**src/hdl/cdc_seq_pkg.sv**
```systemverilog
// Constants for the conversion sequencer and its result buffer.
// Assumes a single 25 MHz clock shared by the converter and the host logic.
// Functional notes
// RULE1: One to twelve stages per sequence, each with its own offsets.
// RULE2: Sequence starts at stage zero, runs in order to the last-stage field.
// RULE3: Software writes last-stage field as stages used minus one.
// RULE4: Sequence lasts last-stage plus one stage times, 1.536 or 3.072 ms.
// RULE5: Low power: one full-length sequence, then the programmed delay.
// RULE6: Low-power delay code lives in control register bits 3 to 2.
// RULE7: Delay codes 00..11 give 200, 400, 600, 800 ms.
// RULE8: Two 7-bit offset fields per stage drive the offset DACs.
// RULE9: Each offset DAC routes to positive or negative converter input.
// RULE10: Software programs offset fields once, at characterisation.
// RULE11: Raw 16-bit converter result readable at address 0x00b.
// RULE12: Both buttons of a differential pair active means neither active.
// RULE13: Software gives a pair one stage, a slider or wheel eight.
// RULE14: Software sets calibration enables to match the stages used.
// RULE15: Control bits 9 to 8: 00 selects 256, 01 selects 128.
// RULE16: Power mode resets to full power; 10 low power; 01, 11 shutdown.
// RULE17: Low power with touch: a sequence every 36 ms instead; the code sleeps 36 ms after each sequence in place of the programmed delay.
// RULE18: Shutdown starts no sequence and leaves results unchanged.
`default_nettype none
package cdc_seq_pkg;
   localparam logic [11:0] CTRL_ADDR = 12'h000;
   localparam logic [11:0] RAW_RESULT_ADDR = 12'h00b;
   localparam int POWER_LSB = 0;
   localparam int SLEEP_LSB = 2;
   localparam int DECIM_LSB = 8;
   localparam logic [15:0] CTRL_RESET = 16'h0000;
   localparam logic [1:0] POWER_FULL = 2'h0;
   localparam logic [1:0] POWER_LOW = 2'h2;
   localparam logic [1:0] DECIM_256 = 2'h0;
   localparam logic [1:0] DECIM_128 = 2'h1;
   localparam int MAX_STAGES = 12;
   localparam logic [3:0] LAST_STAGE_MAX = 4'hb;
   localparam int OFFSET_WIDTH = 7;
   localparam int ROUTE_BIT = 6;
   localparam int RESULT_WIDTH = 16;
   localparam int FIFO_DEPTH = 16;
   localparam longint CLK_PERIOD_NS = 40;
   localparam longint STAGE128_NS = 1536000;
   localparam longint STAGE256_NS = 3072000;
   localparam longint SLEEP_UNIT_NS = 200000000;
   localparam longint TOUCH_PERIOD_NS = 36000000;
   localparam int STAGE128_CYC = int'(STAGE128_NS / CLK_PERIOD_NS);
   localparam int STAGE256_CYC = int'(STAGE256_NS / CLK_PERIOD_NS);
   localparam int SLEEP_UNIT_CYC = int'(SLEEP_UNIT_NS / CLK_PERIOD_NS);
   localparam int TOUCH_PERIOD_CYC = int'(TOUCH_PERIOD_NS / CLK_PERIOD_NS);
endpackage : cdc_seq_pkg
`default_nettype wire

```
**src/hdl/cdc_conversion_sequencer.sv**
```systemverilog
// Conversion sequencer: stage timing, power modes, offsets, raw result.
// Assumes converter, touch and button inputs come from same-clock logic.
`default_nettype none
module cdc_conversion_sequencer #(
   parameter int STAGE128_CYC = cdc_seq_pkg::STAGE128_CYC,
   parameter int STAGE256_CYC = cdc_seq_pkg::STAGE256_CYC,
   parameter int SLEEP_UNIT_CYC = cdc_seq_pkg::SLEEP_UNIT_CYC,
   parameter int TOUCH_PERIOD_CYC = cdc_seq_pkg::TOUCH_PERIOD_CYC,
   parameter int FIFO_DEPTH = cdc_seq_pkg::FIFO_DEPTH
) (
   input wire logic i_clk,
   input wire logic i_rstn,
   input wire logic [15:0] i_ctrl_reg,
   input wire logic [3:0] i_last_stage,
   input wire logic i_offset_we,
   input wire logic [3:0] i_offset_stage,
   input wire logic [6:0] i_plus_offset_dac,
   input wire logic [6:0] i_minus_offset_dac,
   input wire logic [15:0] i_conv_data,
   input wire logic i_touched,
   input wire logic i_pair_side_a,
   input wire logic i_pair_side_b,
   output logic o_conv_start,
   output logic [3:0] o_stage_index,
   output logic o_busy,
   output logic [6:0] o_plus_offset_dac,
   output logic [6:0] o_minus_offset_dac,
   output logic o_plus_to_negative,
   output logic o_minus_to_negative,
   output logic [15:0] o_raw_converter_result,
   output logic o_button_a,
   output logic o_button_b,
   output logic o_result_valid,
   input wire logic i_result_ready,
   output logic [19:0] o_result_data
);
   typedef enum logic [1:0] {IDLE, CONVERT, PUSH, SLEEP} seq_state_type;
   typedef struct packed {
      seq_state_type fsm;
      logic [3:0] stage;
      logic [31:0] cnt;
      logic conv_start;
      logic [15:0] held;
      logic [15:0] raw;
      logic [11:0][6:0] plus_tab;
      logic [11:0][6:0] minus_tab;
      logic btn_a;
      logic btn_b;
   } seq_type;
   seq_type state_reg;
   seq_type state_next;
   logic [1:0] power_mode;
   logic [1:0] sleep_interval_select;
   logic [1:0] decim;
   logic running;
   logic low_power;
   logic [3:0] last_eff;
   logic [31:0] stage_cyc;
   logic [31:0] sleep_cyc;
   logic fifo_ready;
   logic push_fire;

   // Control field decode
   assign power_mode = i_ctrl_reg[cdc_seq_pkg::POWER_LSB +: 2];
   // RULE6: delay field position
   assign sleep_interval_select = i_ctrl_reg[cdc_seq_pkg::SLEEP_LSB +: 2];
   assign decim = i_ctrl_reg[cdc_seq_pkg::DECIM_LSB +: 2];
   // RULE16: full or low power run, rest shutdown
   assign low_power = (power_mode == cdc_seq_pkg::POWER_LOW);
   assign running = (power_mode == cdc_seq_pkg::POWER_FULL) || low_power;
   // RULE1: at most twelve stages
   assign last_eff = (i_last_stage > cdc_seq_pkg::LAST_STAGE_MAX)
      ? cdc_seq_pkg::LAST_STAGE_MAX : i_last_stage;
   // RULE15: oversampling selects stage time
   // RULE4: stage time per decimation
   assign stage_cyc = (decim == cdc_seq_pkg::DECIM_128)
      ? 32'(STAGE128_CYC) : 32'(STAGE256_CYC);
   // RULE7: delay from code
   // RULE17: touched uses short period
   assign sleep_cyc = i_touched ? 32'(TOUCH_PERIOD_CYC)
      : 32'(SLEEP_UNIT_CYC) * (32'(sleep_interval_select) + 32'h00000001);
   assign push_fire = (state_reg.fsm == PUSH) && fifo_ready;

   always_comb
   begin
      state_next = state_reg;
      state_next.conv_start = 1'b0;
      // RULE12: both pressed means neither
      state_next.btn_a = i_pair_side_a && !i_pair_side_b;
      state_next.btn_b = i_pair_side_b && !i_pair_side_a;
      // RULE8: per-stage offset storage
      if (i_offset_we && (i_offset_stage <= cdc_seq_pkg::LAST_STAGE_MAX))
      begin
         state_next.plus_tab[i_offset_stage] = i_plus_offset_dac;
         state_next.minus_tab[i_offset_stage] = i_minus_offset_dac;
      end
      case (state_reg.fsm)
         IDLE, SLEEP:
         begin
            // RULE18: no start in shutdown
            if (!running)
            begin
               state_next.fsm = IDLE;
            end
            // RULE2: always begin at stage zero
            else if (state_reg.fsm == IDLE || state_reg.cnt == '0)
            begin
               state_next.fsm = CONVERT;
               state_next.stage = 4'h0;
               state_next.cnt = stage_cyc - 32'h00000002;
               state_next.conv_start = 1'b1;
            end
            else
            begin
               state_next.cnt = state_reg.cnt - 32'h00000001;
            end
         end
         CONVERT:
         begin
            if (!running)
            begin
               state_next.fsm = IDLE;
            end
            else if (state_reg.cnt == '0)
            begin
               state_next.fsm = PUSH;
               state_next.held = i_conv_data;
            end
            else
            begin
               state_next.cnt = state_reg.cnt - 32'h00000001;
            end
         end
         PUSH:
         begin
            if (!running)
            begin
               state_next.fsm = IDLE;
            end
            else if (fifo_ready)
            begin
               // RULE11: raw result update
               state_next.raw = state_reg.held;
               // RULE2: advance in order to last stage
               if (state_reg.stage < last_eff)
               begin
                  state_next.fsm = CONVERT;
                  state_next.stage = state_reg.stage + 4'h1;
                  state_next.cnt = stage_cyc - 32'h00000002;
                  state_next.conv_start = 1'b1;
               end
               // RULE5: low power sleeps after sequence
               else if (low_power)
               begin
                  state_next.fsm = SLEEP;
                  state_next.cnt = sleep_cyc - 32'h00000001;
               end
               else
               begin
                  state_next.fsm = CONVERT;
                  state_next.stage = 4'h0;
                  state_next.cnt = stage_cyc - 32'h00000002;
                  state_next.conv_start = 1'b1;
               end
            end
         end
         default:
         begin
            state_next.fsm = IDLE;
         end
      endcase
   end

   always_ff @(posedge i_clk)
   begin
      if (!i_rstn)
      begin
         state_reg <= '0;
      end
      else
      begin
         state_reg <= state_next;
      end
   end

   result_fifo #(
      .WIDTH(20),
      .DEPTH(FIFO_DEPTH)
   ) u_result_fifo (
      .i_clk(i_clk),
      .i_rstn(i_rstn),
      .i_in_valid(state_reg.fsm == PUSH),
      .o_in_ready(fifo_ready),
      .i_in_data({state_reg.stage, state_reg.held}),
      .o_out_valid(o_result_valid),
      .i_out_ready(i_result_ready),
      .o_out_data(o_result_data)
   );

   assign o_conv_start = state_reg.conv_start;
   assign o_stage_index = state_reg.stage;
   assign o_busy = (state_reg.fsm == CONVERT) || (state_reg.fsm == PUSH);
   assign o_raw_converter_result = state_reg.raw;
   assign o_plus_offset_dac = state_reg.plus_tab[state_reg.stage];
   assign o_minus_offset_dac = state_reg.minus_tab[state_reg.stage];
   // RULE9: top field bit picks input
   assign o_plus_to_negative = state_reg.plus_tab[state_reg.stage][cdc_seq_pkg::ROUTE_BIT];
   assign o_minus_to_negative = state_reg.minus_tab[state_reg.stage][cdc_seq_pkg::ROUTE_BIT];
   assign o_button_a = state_reg.btn_a;
   assign o_button_b = state_reg.btn_b;
endmodule : cdc_conversion_sequencer
`default_nettype wire

```
**src/hdl/result_fifo.sv**
```systemverilog
// First-in first-out buffer for stage results.
// Assumes one clock; both sides use valid and ready.
`default_nettype none
module result_fifo #(
   parameter int WIDTH = 20,
   parameter int DEPTH = 16
) (
   input wire logic i_clk,
   input wire logic i_rstn,
   input wire logic i_in_valid,
   output logic o_in_ready,
   input wire logic [WIDTH-1:0] i_in_data,
   output logic o_out_valid,
   input wire logic i_out_ready,
   output logic [WIDTH-1:0] o_out_data
);
   localparam int AW = $clog2(DEPTH);
   typedef struct packed {
      logic [DEPTH-1:0][WIDTH-1:0] mem;
      logic [AW-1:0] wr_ptr;
      logic [AW-1:0] rd_ptr;
      logic [AW:0] count;
   } fifo_state_type;
   fifo_state_type state_reg;
   fifo_state_type state_next;
   logic push;
   logic pop;

   assign o_in_ready = (state_reg.count != (AW+1)'(DEPTH));
   assign o_out_valid = (state_reg.count != '0);
   assign o_out_data = state_reg.mem[state_reg.rd_ptr];
   assign push = i_in_valid && o_in_ready;
   assign pop = o_out_valid && i_out_ready;

   always_comb
   begin
      state_next = state_reg;
      if (push)
      begin
         state_next.mem[state_reg.wr_ptr] = i_in_data;
         state_next.wr_ptr = state_reg.wr_ptr + 1'b1;
      end
      if (pop)
      begin
         state_next.rd_ptr = state_reg.rd_ptr + 1'b1;
      end
      if (push && !pop)
      begin
         state_next.count = state_reg.count + 1'b1;
      end
      else if (pop && !push)
      begin
         state_next.count = state_reg.count - 1'b1;
      end
   end

   always_ff @(posedge i_clk)
   begin
      if (!i_rstn)
      begin
         state_reg <= '0;
      end
      else
      begin
         state_reg <= state_next;
      end
   end
endmodule : result_fifo
`default_nettype wire

```
**config.mk**
```make
export PLATFORM = sky130hd
export DESIGN_NAME = cdc_conversion_sequencer
export DESIGN_NICKNAME = d
export VERILOG_FILES = /design/src/hdl/cdc_seq_pkg.sv /design/src/hdl/cdc_conversion_sequencer.sv /design/src/hdl/result_fifo.sv
export SDC_FILE = /design/constraint.sdc
export NUM_CORES = 1
export LEC_CHECK = 0
export BUFFER_PORTS_ARGS = -buffer_cell sky130_fd_sc_hd__buf_2
export CORE_AREA = 4 4 258 235
export CTS_BUF_LIST = sky130_fd_sc_hd__clkbuf_4 sky130_fd_sc_hd__clkbuf_8
export DETAILED_ROUTE_END_ITERATION = 16
export DIE_AREA = 0 0 262 239
export GPL_ROUTABILITY_DRIVEN = 0
export PLACE_DENSITY = 0.64
export SYNTH_ARGS = -nofsm -noshare
export SYNTH_HDL_FRONTEND = slang
export SYNTH_SLANG_ARGS = --single-unit
```
**constraint.sdc**
```tcl
create_clock -name i_clk -period 6.3 [get_ports i_clk]
set_input_delay 0.945 -clock i_clk [delete_from_list [all_inputs] [get_ports i_clk]]
set_output_delay 0.945 -clock i_clk [all_outputs]
set_load 0.005 [all_outputs]
```
Word level (Yosys, flattened, before mapping)
Index checks and enable logic that the tools add are counted.

operators by class
  add/subtract/negate cells = 9
  multiply operators = 1
  order comparisons = 9
  equal/unequal tests = 16
  mux-type cells = 39
  reductions and logical operators = 28

operator list
  operator               number
  $bwmux 320             1
  $bwmux 84              2
  $mux 32                4
  $pmux 32 s3            1
  $bmux 20 s4            1
  $demux 20 s4           1
  $mux 39                2
  $mux 37                2
  $bmux 7 s4             2
  $mux 20                2
  $logic_not 32->1       1
  $sub 32x1->32 const B  1
  $demux 7 s4            1
  $sub 26x1->27 const B  1
  $mux 26                1
  $mux 7                 3
  $lt 4x5->1 const B     4
  $mul 17x3->20 const A  1
  $sub 17x2->18 const B  1
  $mux 17                1
  $add 4x1->4 const B    3
  $ne 2x2->1 const B     6
  $ne 3x3->1 const B     4
  $mux 2                 5
  27 further kinds       51

word-level totals
  bits in registers = 574
  bits of input ports = 61
  output and inout port bits = 61

Longest topological paths before layout
  depth after elaboration = 9
  mapped depth = 14
  gate-level depth less buffers = 13

Cells and area by module
Synthesis repeated with hierarchy kept, for this count alone.

second synthesis, totals
  cell total of the unflattened synthesis = 2,639
  area total of the unflattened synthesis = 27,063.5 µm²

by module, submodules not included
  module                    times used  cells an instance  area each (µm²)
  result_fifo               1           1,331              15,511.1
  cdc_conversion_sequencer  1           1,308              11,552.3

Least setup slack after synthesis
Ideal clock, no wire load.

  path type = flip-flop to output port
  from = register u_result_fifo.state_reg[5] (netlist bit)
  to = output port o_result_data[0]
  arrival time = 2.210 ns
  setup slack = 3.145 ns
  cell stages (with the launch flop) = 5
  cell sequence = dfxtp_1 > clkbuf_1 > buf_1 > mux4_2 > mux4_2

on the way
  cells in the longest elaborated chain, start to end = 2

RTL lines
  what                           line                            RTL
  from (decl)                    result_fifo.sv:24               fifo_state_type state_reg;
  from (signal assigned)         result_fifo.sv:65               state_reg <= state_next;
  $bmux 20 s4                    result_fifo.sv:31               assign o_out_data = state_reg.mem[state_reg.rd_ptr];
  $mux 20 (not written as such)  result_fifo.sv:31
  to (decl)                      cdc_conversion_sequencer.sv:35  output logic [19:0] o_result_data

Every way passes these cells. The select of a mux whose other input is x is not followed.

Worst setup path in the final report
  from = register u_result_fifo.state_reg[5] (netlist bit)
  to = output port o_result_data[15]

Same word-level chain as after synthesis.

==> results.md <==
- CTS tree: done
- Psw: 0.00218 W
- Worst-Margin Slew: between 1 and 1.5 ns
- Total power: approximately 0.0083 W
- Switching share of total power: 0.264
- Max layer used: met5
- Die H: 239 um
- First-pass GRT wire length: approximately 120000 um
- Share of power burned in registers: 0.465
- Die width: 262 um
- Type of the tightest min-delay check: primary input to flip-flop
- Die area: 0.0626 mm2
- Share of layout cells above drive strength 1: 0.183
- Initial antenna violation count: 3
- Syn nets: 3073
- Avg Inst Size Synth: 8.64 um2
- Rows: 84
- Final TNS setup: 0 ns
- Number of synthesized flops with an enable pin: 0
- Unrepaired setup endpoints after global routing: false
- Main synth FF type: dfxtp_1
- CTS resizes: 0
- Vias in the first global route: around 21k
- Top-level port count: 122
- Synthesized instance count: roughly 3k
- Vias: 21.6k
- Detailed Route Iter0 Violations: 2234
- Clock Sinks: 574
- Root Buffer: clkbuf_8
- Gr usage total: 0.239
- Vias per cell: 5.68
- Final HPWL DP: 46200 um
- Post-synth ARST share: 0
- CP arrival: 3.37 ns
- Drt drc: 0
- Comb power frac: 0.102
- Slew HR: 0.206
- Cell Area, Placed: roughly 0.027 mm2
- Netlist area before placement: ~0.026 mm2
- Worst VDD drop: 0.191 mV
- WL final: 75900 um
- Pre-antenna DRT Iters: 5
- Wl on met1: 30800 um
- Clock Tree Buf Depth: 3
- Final count of hold timing violations: 0
- #FFs+latches synth: 574
- CTS buffer count: 96
- Number of distinct library cells after synthesis: 79
- Reg clk slew, reported paths: 0.06 ns
- Slew Viols, Final: 0
- Seq/Total Area, Yosys: 0.445
- Initial Utilization: 0.446
- CP Launch Type: flip-flop
- Area delta synth->final: 11.5%
- Tmin final: 4.31 ns
- Critical Path End Type: output port
- Input/output buffers: 111
- Clock Skew: 0.0402 ns
- Wire length on met2: 35900 um
- Worst-skew pair later-pin latency: about 0.70 ns
- Kind of critical path: flip-flop to output port
- Avg WL per Cell: 19.9 um
- CP Max Fanout: 46
- Warnings, synthesis: 0
- Final setup violating endpoints: 0
- CTS Hold Bufs: 0
- Largest register FFs: 333
- Post-CTS setup buffers: 0
- Worst EP required: ~5.4 ns
- Met3 wire length: 6630 um
- Achievable Freq: 0.232 GHz
- Run status: finished, final reports clean
- Leakage: 9.67 nW
- Fin area: between 0.02 and 0.03 mm2
- Clock power share: 0.434
- Total congestion overflow: 0
- Largest net degree at the start of global routing: roughly 240
- Post-route ant nets: 0
- PwrDens: slightly below 300 mW/mm2
- Net count, final: 3044
- Fin crit share: 0.685
- Maxcap violations: 0
- Pint: just over 0.006 W
- CORE AREA: 0.0579 mm2
- H-tree Lvls: 3
synthesized netlist by cell type (9+ instances only):
library cell  number  share of area
mux2i_1          100          0.039
xnor2_1            9         0.0031
nand2b_1          14         0.0034
nand2_2           10         0.0024
mux4_2           142           0.12
nand2_1          912           0.13
a21oi_2           11         0.0037
buf_1             35         0.0051
dfxtp_1          574           0.45
a31oi_1           10         0.0024
a21oi_1          464          0.090
nand3_1           25         0.0048
clkbuf_1         226          0.033
inv_1             32         0.0047
nor3_1            21         0.0041
o22ai_1           20         0.0048
xor2_1            12         0.0041
nand4_1           10         0.0024
o21ai_0           29         0.0056
nor2_1           151          0.022
buf_4             22         0.0064
ha_1              24          0.012
critical path, cell delays in order (launching register included):
cell and delay (ns):
dfxtp_4 0.90, buf_12 0.45, mux4_2 0.56, mux4_2 0.57
buf_2 0.17
final timing paths:
kind,start,end,slack [ns],cells after the start
worst max-delay path,u_result_fifo.state_reg[5]$_SDFFE_PN0P_,o_result_data[15],1.99,4
worst min-delay path,i_pair_side_a,o_button_b$_SDFF_PN0_,0.44,2
worst max register to register,state_reg[203]$_SDFFE_PN0P_,state_reg[226]$_SDFFE_PN0P_,2.91,8
worst min register to register,o_raw_converter_result[7]$_SDFFE_PN0P_,o_raw_converter_result[7]$_SDFFE_PN0P_,0.45,2
layout make-up:
class                           count  area, um2
Fill cell                        5356      29100
Multi-Input combinational cell   2091      13000
Sequential cell                   574      11500
Clock buffer                      153       1960
Timing Repair Buffer              162        976
Tap cell                          774        968
Clock inverter                     18        183
Inverter                           33        131
Antenna cell                        2       5.00
kinds of logic (layout without fill, tap and decap cells):
logic type | count (synthesis) | count (layout) | synth area share
flip-flops | 574 | 574 | 0.445
XOR/XNOR | 21 | 21 | 0.00713
multiplexers | 242 | 242 | 0.163
other | 0 | 2 | 0
adder cells (fa/ha/maj) | 25 | 25 | 0.0124
AND/OR/NAND/NOR | 1193 | 1193 | 0.188
buffers and inverters | 322 | 366 | 0.0517
AO/OA/AOI/OAI | 610 | 610 | 0.133
per-stage QoR:
| step | setup slack (ns) | instances | hold WS (ns) | utilization |
|---|---|---|---|---|
| 5_1_grt | 1.76 | 3807 | 0.408 | 0.497 |
| 3_5_place_dp | 2.61 | 3634 | 0.443 | 0.460 |
| 4_1_cts | 1.86 | 3805 | 0.390 | 0.497 |
| 2_1_floorplan | 3.14 | 2987 | 0.433 | - |
| 3_3_place_gp | 2.62 | 3634 | 0.438 | 0.460 |
| 6_report | 1.99 | 3807 | 0.442 | 0.497 |
power groups by stage:
stage,sequential [W],combinational (W),clock [W]
3_5_place_dp,0.00393,0.000840,0
3_3_place_gp,0.00393,0.000821,0
6_report,0.00385,0.000844,0.00359
4_1_cts,0.00385,0.000842,0.00366
5_1_grt,0.00387,0.000918,0.00382
2_1_floorplan,0.00380,0.000745,0
metal layers:
metal	vias up	GRT usage
met1	10400	0.309
met4	2	0.0916
met5	-	0
li1	10100	-
met3	170	0.0545
met2	912	0.393
cell usage in the layout (no fill, tap or decap), types with 9 or more instances in the layout:
| master | n |
|---|---|
| clkbuf_8 | 129 |
| nand2_1 | 912 |
| buf_2 | 111 |
| buf_4 | 48 |
| nand3_1 | 25 |
| ha_1 | 24 |
| nor3_1 | 17 |
| clkinv_2 | 10 |
| dfxtp_1 | 567 |
| nand4_1 | 10 |
| a21oi_2 | 11 |
| o21ai_0 | 29 |
| mux2i_1 | 100 |
| o22ai_1 | 20 |
| nor2_1 | 137 |
| a31oi_1 | 10 |
| inv_1 | 31 |
| nand2_2 | 10 |
| a21oi_1 | 464 |
| nor2_2 | 14 |
| mux4_2 | 142 |
| xnor2_1 | 9 |
| xor2_1 | 12 |
| nand2b_1 | 14 |
| clkbuf_4 | 24 |
(Power assumes the default switching activity.)
